[src/aofsc_pkg.sv]
package aofsc_pkg;

	// Clock and timing
	localparam int unsigned CLK_HZ = 40_000_000;
	localparam int unsigned TICK_MS = 1;
	localparam int unsigned TICK_CYCLES = CLK_HZ / 1000 * TICK_MS;
	localparam int unsigned HOLD0_MS = 0;
	localparam int unsigned HOLD1_MS = 512;
	localparam int unsigned HOLD2_MS = 1024;
	localparam int unsigned HOLD3_MS = 2048;
	localparam int unsigned ST_SETTLE_MS = 50;

	// Register indices; byte address is four times the index
	localparam int unsigned ADR_IDX_MSB = 7;
	localparam int unsigned ADR_IDX_LSB = 2;
	localparam logic [5:0] IDX_ORIENT = 6'h2D;
	localparam logic [5:0] IDX_FLAT_ANGLE = 6'h2E;
	localparam logic [5:0] IDX_FLAT_HOLD = 6'h2F;
	localparam logic [5:0] IDX_WM = 6'h30;
	localparam logic [5:0] IDX_ST = 6'h32;
	localparam logic [5:0] IDX_STATUS = 6'h3F;

	// Reset values and writable-bit masks
	localparam logic [7:0] RST_ORIENT = 8'h48;
	localparam logic [7:0] RST_FLAT_ANGLE = 8'h08;
	localparam logic [7:0] RST_FLAT_HOLD = 8'h11;
	localparam logic [7:0] RST_WM = 8'h00;
	localparam logic [7:0] RST_ST = 8'h00;
	localparam logic [7:0] MASK_ORIENT = 8'h7F;
	localparam logic [7:0] MASK_FLAT_ANGLE = 8'h3F;
	localparam logic [7:0] MASK_FLAT_HOLD = 8'h37;
	localparam logic [7:0] MASK_WM = 8'h3F;
	localparam logic [7:0] MASK_ST = 8'h17;

	// Field positions
	localparam int unsigned UD_EN_BIT = 6;
	localparam int unsigned THETA_MSB = 5;
	localparam int unsigned HOLD_MSB = 5;
	localparam int unsigned HOLD_LSB = 4;
	localparam int unsigned HY_MSB = 2;
	localparam int unsigned ST_AMP_BIT = 4;
	localparam int unsigned ST_SIGN_BIT = 2;
	localparam int unsigned ST_AXIS_MSB = 1;
	localparam logic [1:0] ST_AXIS_OFF = 2'h0;
	localparam int unsigned STAT_FLAT_BIT = 0;
	localparam int unsigned STAT_UD_BIT = 1;
	localparam int unsigned STAT_SETTLED_BIT = 2;

	function automatic logic [11:0] hold_ms(input logic [1:0] sel);
		logic [11:0] ms;
		unique case (sel)
			2'h0: ms = 12'(HOLD0_MS);
			2'h1: ms = 12'(HOLD1_MS);
			2'h2: ms = 12'(HOLD2_MS);
			2'h3: ms = 12'(HOLD3_MS);
		endcase
		return ms;
	endfunction : hold_ms

	// Angle at or above which a flat state is left
	function automatic logic [7:0] flat_leave_bound(input logic [5:0] theta, input logic [2:0] hy);
		return {2'h0, theta} + {4'h0, hy, 1'b0} + {7'h00, (hy != 3'h0)};
	endfunction : flat_leave_bound

endpackage : aofsc_pkg

[src/aofsc_ms_timer.sv]
`timescale 1ns/1ps
module aofsc_ms_timer #(
	parameter int unsigned TICK_CYCLES = aofsc_pkg::TICK_CYCLES
) (
	input wire logic clk_i, // Clock
	input wire logic rst_i, // Synchronous reset, high
	input wire logic restart_i, // Start or restart the wait
	input wire logic [11:0] target_ms_i, // Wait length in ms
	output logic fire_o // One-cycle pulse at expiry
);
	import aofsc_pkg::*;

	typedef enum logic {AOFSC_TM_IDLE, AOFSC_TM_WAIT} aofsc_tm_state_t;

	aofsc_tm_state_t state_reg, state_next;
	logic [15:0] cyc_reg, cyc_next;
	logic [11:0] ms_reg, ms_next;
	logic [11:0] target_reg, target_next;
	logic fire_reg, fire_next;

	wire tick = (cyc_reg == 16'(TICK_CYCLES - 1));
	wire last = tick && (ms_reg == target_reg - 12'h001);

	// Restart wins so a wait always spans a whole stable period
	always_comb begin
		state_next = state_reg;
		cyc_next = cyc_reg;
		ms_next = ms_reg;
		target_next = target_reg;
		fire_next = 1'b0;
		if (restart_i) begin
			target_next = target_ms_i;
			cyc_next = 16'h0000;
			ms_next = 12'h000;
			if (target_ms_i == 12'h000) begin
				fire_next = 1'b1;
				state_next = AOFSC_TM_IDLE;
			end else begin
				state_next = AOFSC_TM_WAIT;
			end
		end else begin
			unique case (state_reg)
				AOFSC_TM_IDLE: begin
				end
				AOFSC_TM_WAIT: begin
					if (last) begin
						fire_next = 1'b1;
						state_next = AOFSC_TM_IDLE;
					end else if (tick) begin
						cyc_next = 16'h0000;
						ms_next = ms_reg + 12'h001;
					end else begin
						cyc_next = cyc_reg + 16'h0001;
					end
				end
			endcase
		end
	end

	always_ff @(posedge clk_i) begin
		if (rst_i) begin
			state_reg <= AOFSC_TM_IDLE;
			cyc_reg <= 16'h0000;
			ms_reg <= 12'h000;
			target_reg <= 12'h000;
			fire_reg <= 1'b0;
		end else begin
			state_reg <= state_next;
			cyc_reg <= cyc_next;
			ms_reg <= ms_next;
			target_reg <= target_next;
			fire_reg <= fire_next;
		end
	end

	assign fire_o = fire_reg;

endmodule : aofsc_ms_timer

[src/aofsc_cfg.sv]
`timescale 1ns/1ps
module aofsc_cfg #(
	parameter int unsigned TICK_CYCLES = aofsc_pkg::TICK_CYCLES
) (
	input wire logic clk_i, // Clock, 40 MHz
	input wire logic rst_i, // Synchronous reset, high
	input wire logic wb_cyc_i, // Wishbone cycle
	input wire logic wb_stb_i, // Wishbone strobe
	input wire logic wb_we_i, // Wishbone write enable
	input wire logic [7:0] wb_adr_i, // Wishbone byte address
	input wire logic [3:0] wb_sel_i, // Wishbone byte select
	input wire logic [31:0] wb_dat_i, // Wishbone write data
	output logic [31:0] wb_dat_o, // Wishbone read data
	output logic wb_ack_o, // Wishbone acknowledge
	input wire logic orient_updown_i, // Up/down orientation bit
	input wire logic orient_other_change_i, // Other orientation change, pulse
	output logic orient_irq_o, // Orientation interrupt pulse
	output logic [5:0] orient_theta_o, // Orientation blocking angle
	input wire logic [5:0] tilt_angle_i, // Tilt angle sample
	input wire logic tilt_valid_i, // Tilt sample strobe
	output logic flat_o, // Flat state
	output logic flat_irq_o, // Flat interrupt pulse
	input wire logic [5:0] fifo_level_i, // Sample FIFO entry count
	output logic wm_irq_o, // Watermark interrupt pulse
	output logic st_amp_o, // Self-test high amplitude
	output logic st_sign_o, // Self-test positive sign
	output logic [1:0] st_axis_o, // Self-test axis
	output logic st_settled_o // Self-test settle time elapsed
);
	import aofsc_pkg::*;

	// Register file
	logic [7:0] orient_reg, orient_next;
	logic [7:0] flat_angle_reg, flat_angle_next;
	logic [7:0] flat_hold_reg, flat_hold_next;
	logic [7:0] wm_reg, wm_next;
	logic [7:0] st_reg, st_next;
	logic ack_reg, ack_next;
	logic [31:0] dat_reg, dat_next;
	logic [7:0] rd_byte;

	// Detector state
	logic ud_prev_reg, ud_seen_reg, orient_irq_reg, orient_irq_next;
	logic flat_reg;
	logic wm_eq_prev_reg, wm_irq_reg, wm_irq_next;
	logic [1:0] st_axis_prev_reg;
	logic st_settled_reg, st_settled_next;
	logic st_fire;

	// Bus decode
	wire bus_req = wb_cyc_i & wb_stb_i;
	wire [5:0] bus_idx = wb_adr_i[ADR_IDX_MSB:ADR_IDX_LSB];
	// Writes land at the edge where the master sees ack
	wire bus_wr = bus_req & wb_we_i & wb_sel_i[0] & ack_reg;
	wire [7:0] wr_byte = wb_dat_i[7:0];
	wire wr_orient = bus_wr & (bus_idx == IDX_ORIENT);
	wire wr_flat_angle = bus_wr & (bus_idx == IDX_FLAT_ANGLE);
	wire wr_flat_hold = bus_wr & (bus_idx == IDX_FLAT_HOLD);
	wire wr_wm = bus_wr & (bus_idx == IDX_WM);
	wire wr_st = bus_wr & (bus_idx == IDX_ST);

	// Reserved bits are never stored, so they read back as zero
	assign orient_next = wr_orient ? (wr_byte & MASK_ORIENT) : orient_reg;
	assign flat_angle_next = wr_flat_angle ? (wr_byte & MASK_FLAT_ANGLE) : flat_angle_reg;
	assign flat_hold_next = wr_flat_hold ? (wr_byte & MASK_FLAT_HOLD) : flat_hold_reg;
	assign wm_next = wr_wm ? (wr_byte & MASK_WM) : wm_reg;
	assign st_next = wr_st ? (wr_byte & MASK_ST) : st_reg;

	// Field views
	wire updown_change_irq_enable = orient_reg[UD_EN_BIT];
	wire [5:0] flat_theta = flat_angle_reg[THETA_MSB:0];
	wire [1:0] hold_sel = flat_hold_reg[HOLD_MSB:HOLD_LSB];
	wire [2:0] flat_hysteresis_value = flat_hold_reg[HY_MSB:0];
	wire [5:0] wm_level = wm_reg[THETA_MSB:0];
	wire [1:0] st_axis = st_reg[ST_AXIS_MSB:0];

	wire [7:0] status_byte = {5'h00, st_settled_reg, ud_prev_reg, flat_reg};

	always_comb begin
		rd_byte = 8'h00;
		case (bus_idx)
			IDX_ORIENT: rd_byte = orient_reg;
			IDX_FLAT_ANGLE: rd_byte = flat_angle_reg;
			IDX_FLAT_HOLD: rd_byte = flat_hold_reg;
			IDX_WM: rd_byte = wm_reg;
			IDX_ST: rd_byte = st_reg;
			IDX_STATUS: rd_byte = status_byte;
			default: rd_byte = 8'h00;
		endcase
	end

	// One wait state; unmapped addresses are acknowledged and read zero
	assign ack_next = bus_req & ~ack_reg;
	assign dat_next = ack_next ? {24'h000000, rd_byte} : dat_reg;

	always_ff @(posedge clk_i) begin
		if (rst_i) begin
			orient_reg <= RST_ORIENT;
			flat_angle_reg <= RST_FLAT_ANGLE;
			flat_hold_reg <= RST_FLAT_HOLD;
			wm_reg <= RST_WM;
			st_reg <= RST_ST;
			ack_reg <= 1'b0;
			dat_reg <= 32'h00000000;
		end else begin
			orient_reg <= orient_next;
			flat_angle_reg <= flat_angle_next;
			flat_hold_reg <= flat_hold_next;
			wm_reg <= wm_next;
			st_reg <= st_next;
			ack_reg <= ack_next;
			dat_reg <= dat_next;
		end
	end

	// Orientation: first sample after reset only primes the history
	wire ud_change = ud_seen_reg & (orient_updown_i != ud_prev_reg);
	assign orient_irq_next = (ud_change & updown_change_irq_enable) | orient_other_change_i;

	always_ff @(posedge clk_i) begin
		if (rst_i) begin
			ud_prev_reg <= 1'b0;
			ud_seen_reg <= 1'b0;
			orient_irq_reg <= 1'b0;
		end else begin
			ud_prev_reg <= orient_updown_i;
			ud_seen_reg <= 1'b1;
			orient_irq_reg <= orient_irq_next;
		end
	end

	// Flat detection with a hysteresis band above the threshold
	wire [7:0] tilt_ext = {2'h0, tilt_angle_i};
	wire [7:0] enter_bound = {2'h0, flat_theta};
	wire [7:0] leave_bound = flat_leave_bound(flat_theta, flat_hysteresis_value);
	wire flat_enter = tilt_ext < enter_bound;
	wire flat_leave = tilt_ext >= leave_bound;
	wire flat_cand = flat_reg ? ~flat_leave : flat_enter;
	wire flat_change = tilt_valid_i & (flat_cand != flat_reg);

	always_ff @(posedge clk_i) begin
		if (rst_i) begin
			flat_reg <= 1'b0;
		end else if (flat_change) begin
			flat_reg <= flat_cand;
		end
	end

	// Any state change restarts the hold wait
	aofsc_ms_timer #(
		.TICK_CYCLES(TICK_CYCLES)
	) u_flat_hold (
		.clk_i(clk_i),
		.rst_i(rst_i),
		.restart_i(flat_change),
		.target_ms_i(hold_ms(hold_sel)),
		.fire_o(flat_irq_o)
	);

	// Cycles since the last flat change; saturates so it never wraps into a match
	logic [31:0] since_change_reg;
	logic [1:0] hold_at_change_reg;
	wire since_full = &since_change_reg;

	always_ff @(posedge clk_i) begin
		if (rst_i) begin
			since_change_reg <= 32'h00000000;
			hold_at_change_reg <= 2'h0;
		end else if (flat_change) begin
			since_change_reg <= 32'h00000000;
			hold_at_change_reg <= hold_sel;
		end else if (!since_full) begin
			since_change_reg <= since_change_reg + 32'h00000001;
		end
	end

	// Watermark: pulse once as equality begins, not every cycle it holds
	wire wm_eq = fifo_level_i == wm_level;
	assign wm_irq_next = wm_eq & ~wm_eq_prev_reg;

	always_ff @(posedge clk_i) begin
		if (rst_i) begin
			wm_eq_prev_reg <= 1'b1;
			wm_irq_reg <= 1'b0;
		end else begin
			wm_eq_prev_reg <= wm_eq;
			wm_irq_reg <= wm_irq_next;
		end
	end

	// Self-test settle tracking for the host
	wire st_on = st_axis != ST_AXIS_OFF;
	wire st_restart = st_on & (st_axis != st_axis_prev_reg);
	assign st_settled_next = st_on & (st_fire | (st_settled_reg & ~st_restart));

	aofsc_ms_timer #(
		.TICK_CYCLES(TICK_CYCLES)
	) u_st_settle (
		.clk_i(clk_i),
		.rst_i(rst_i),
		.restart_i(st_restart),
		.target_ms_i(12'(ST_SETTLE_MS)),
		.fire_o(st_fire)
	);

	always_ff @(posedge clk_i) begin
		if (rst_i) begin
			st_axis_prev_reg <= ST_AXIS_OFF;
			st_settled_reg <= 1'b0;
		end else begin
			st_axis_prev_reg <= st_axis;
			st_settled_reg <= st_settled_next;
		end
	end

	// Outputs
	assign wb_ack_o = ack_reg;
	assign wb_dat_o = dat_reg;
	assign orient_irq_o = orient_irq_reg;
	assign orient_theta_o = orient_reg[THETA_MSB:0];
	assign flat_o = flat_reg;
	assign wm_irq_o = wm_irq_reg;
	assign st_amp_o = st_reg[ST_AMP_BIT];
	assign st_sign_o = st_reg[ST_SIGN_BIT];
	assign st_axis_o = st_axis;
	assign st_settled_o = st_settled_reg;
endmodule : aofsc_cfg

[config.mk]
export PLATFORM = sky130hd
export DESIGN_NAME = aofsc_cfg
export DESIGN_NICKNAME = d
export VERILOG_FILES = /design/src/aofsc_pkg.sv /design/src/aofsc_ms_timer.sv /design/src/aofsc_cfg.sv
export SDC_FILE = /design/constraint.sdc
export NUM_CORES = 1
export LEC_CHECK = 0
export ABC_AREA = 1
export BUFFER_PORTS_ARGS = -buffer_cell sky130_fd_sc_hd__buf_2
export CORE_UTILIZATION = 29
export CTS_CLUSTER_DIAMETER = 40
export DETAILED_ROUTE_END_ITERATION = 7
export PLACE_DENSITY = 0.52
export SYNTH_ARGS = -nofsm -noshare
export SYNTH_HDL_FRONTEND = slang
export SYNTH_SLANG_ARGS = --single-unit
export TNS_END_PERCENT = 50
[constraint.sdc]
create_clock -name clk_i -period 7.7 [get_ports clk_i]
set_input_delay 0.77 -clock clk_i [delete_from_list [all_inputs] [get_ports clk_i]]
set_output_delay 0.77 -clock clk_i [all_outputs]
set_load 0.1 [all_outputs]
==> reports/results.tsv <==
metric	value	unit
status	finished, final reports clean	
main combinational cell family by area after synthesis	simple AND/OR/NAND/NOR gates	
first-pass GRT wire length	28.4	mm
clk buf depth	2	
Post-Synth Adder-Cell Area	4.09	%
DIE AREA	23400	µm²
Synth Area in XOR/XNOR	6.09	%
Reg clk slew, reported paths	0.08	ns
Setup TNS Final	0	ns
post-synthesis cell area	6610	µm²
Vias	6044	
Via density	4.60	
Max-Cap Viols	0	
final WL	16.8	mm
Post-CTS Setup Bufs	0	
CP max-delay cell	fa_1	
Min Hold Slack	0.387	ns
# fillers	2414	
gr usage total	15.0	%
layout cells sized above 1	9.67	%
commonest non-fill, non-tap cell in the layout	nand2_1	
Port Buffer Count	56	
post_cts resized	0	
mux contribution to synthesized area	0	%
# DRC	0	
Starting Density	29.9	%
PD cells	167	nW/µm²
worst path cell trace	or3_1, ha_1, fa_1, nand3_1, nand2_1, xor2_1, ha_1, nand2_1, inv_1, nand2_1, nand2_1, nand2_1, nand3_1, buf_4, o21ai_0	
CP most frequent cell	nand2_1	
async set-reset flop share out of synthesis	0	%
Max Fclk	0.333	GHz
Synth Area in Simple Gates	33.4	%
Diodes inserted	0	
post-synthesis compound-gate area fraction	11.4	%
worst slew pin tran	0.815	ns
DRT iter0 DRCs	242	
Tmin final	3.00	ns
relative slew slack	45.5	%
WL per Instance	12.8	µm
EDFF count, synth	0	
Final #Nets	1114	
Crit path largest cell delay	0.41	ns
Hold Path Class	register to register	
Worst Skew	0.0118	ns
chip height	153	µm
Synth Flop Type	dfxtp_1	
area of the core	22100	µm²
TritonCTS clock tree	built	
Crit. End Element	register	
most frequent cells in the layout	235 x nand2_1, 132 x nor2_1, 109 x dfxtp_1	
nature of the critical path startpoint	register	
synthesis warning total	0	
P&R area growth vs syn	9.84	%
critical path required time	7.94	ns
cell count after synthesis	991	
Post-DRT Antenna Nets	0	
WS Path Type	register to register	
worst-skew pair later-pin latency	0.36	ns
DP Wirelength	12.5	mm
global route overflow	0	
vias in the first global route	5615	
RSZ-0062 raised after global routing	no	
H-tree lvl count	3	
boundary pin count	112	
CTS Buf Count	9	
final setup fails	0	
RD Place Congestion	0.816	
Final period util	39.0	%
post-synth cell types	41	
Post-Syn Area per Cell	6.67	µm²
clk sinks	109	
CP Data Arrival Time	3.24	ns
Root Driver	clkbuf_16	
first-pass detailed-route iteration total	5	
antenna violations before repair	0	
Hold Vio Cnt, Final	0	
sequential area share after synthesis	33.0	%
Max IR drop VDD	0.105	mV
Core Rows	54	
CP Max Fanout	31	
Leak Pwr	2.92	nW
Die W	153	µm
largest net degree at the start of global routing	41	
CTS Hold Bufs	0	
Slew Viols, Final	0	
Yosys reg bits	109	
[metal layers]
metal  track usage [%]  up-vias  wire length [µm]
met5                 0        -                 0
met4              5.53        0               291
met3              1.93       19               484
met2              24.2       95              7460
met1              20.5     2708              8580
li1                  -     3222                 -
[worst max-delay path, delay by kind of cell, from the launching register on]
family | cells | cell delay, ns
xor gates and xnor gates | 1 | 0.15
adders and majority gates | 3 | 0.90
DFF | 1 | 0.37
and+or+nand+nor | 8 | 0.95
AOI/OAI and AO/OA | 1 | 0.11
buffers and inverters | 2 | 0.38
[power by group]
part	total [mW]	switching (mW)	internal, mW
registers	0.579	0.00907	0.569
logic	0.151	0.127	0.0238
clock network	0.481	0.226	0.256
[path summary, 6_finish.rpt]
kind / startpoint / end / slack, ns / depth (start not counted)
setup / recovery: flat_hold_reg[0] / u_flat_hold.target_reg[9] / 4.70 / 15
hold / removal: wm_eq_prev_reg / wm_irq_o / 0.39 / 1
setup reg to reg: flat_hold_reg[0] / u_flat_hold.target_reg[9] / 4.70 / 15
hold reg to reg: wm_eq_prev_reg / wm_irq_o / 0.39 / 1
[cell usage after synthesis (3+ instances only)]
library cell,count,area [µm²]
nand3_2,3,30.0
dfxtp_1,109,2180
clkbuf_1,11,41.3
buf_4,33,248
nand2_2,5,31.3
xnor2_1,11,96.3
o22ai_1,3,18.8
o21ai_0,38,190
nor2_4,3,33.8
nor3_1,9,45.0
ha_1,20,250
nor2_1,132,495
buf_6,7,78.8
clkinv_1,3,11.3
xor2_1,35,307
inv_2,5,18.8
nand3_1,67,335
nand2_1,235,882
inv_1,101,379
o211ai_1,4,30.0
a21oi_1,90,450
o21ai_1,3,15.0
or2_1,3,18.8
nand4_1,36,225
nor2_2,6,37.5
[through the flow]
step / instance area (µm²) / total power, mW / utilization, % / worst slack [ns] / std cells
finish: 7260 / 1.21 / 32.9 / 4.70 / 1314
global route: 7260 / 1.26 / 32.9 / 4.43 / 1314
CTS: 7260 / 1.23 / 32.9 / 4.68 / 1314
detailed placement: 6960 / 0.744 / 31.5 / 4.70 / 1298
global placement: 6960 / 0.743 / 31.5 / 4.71 / 1298
floorplan: 6700 / 0.723 / - / 4.98 / 1015
[logic make-up (layout without fill, tap and decap cells)]
logic type / count (synthesis) / in the layout
and+or+nand+nor: 507 / 507
buffers and inverters: 164 / 183
AOI/OAI and AO/OA: 143 / 143
DFF: 109 / 109
xor gates and xnor gates: 46 / 46
adders and majority gates: 21 / 21
other: 1 / 25
[final cells by class]
type	instances	area, µm²	share of cell area [%]
flip-flops and latches	109	2180	30.0
inverters	109	409	5.63
clock inverters	6	71.3	0.982
repair buffers	58	295	4.06
clock buffers	10	229	3.15
multi-input cells	742	3730	51.3
well taps	280	350	4.82
(Power assumes the default switching activity.)
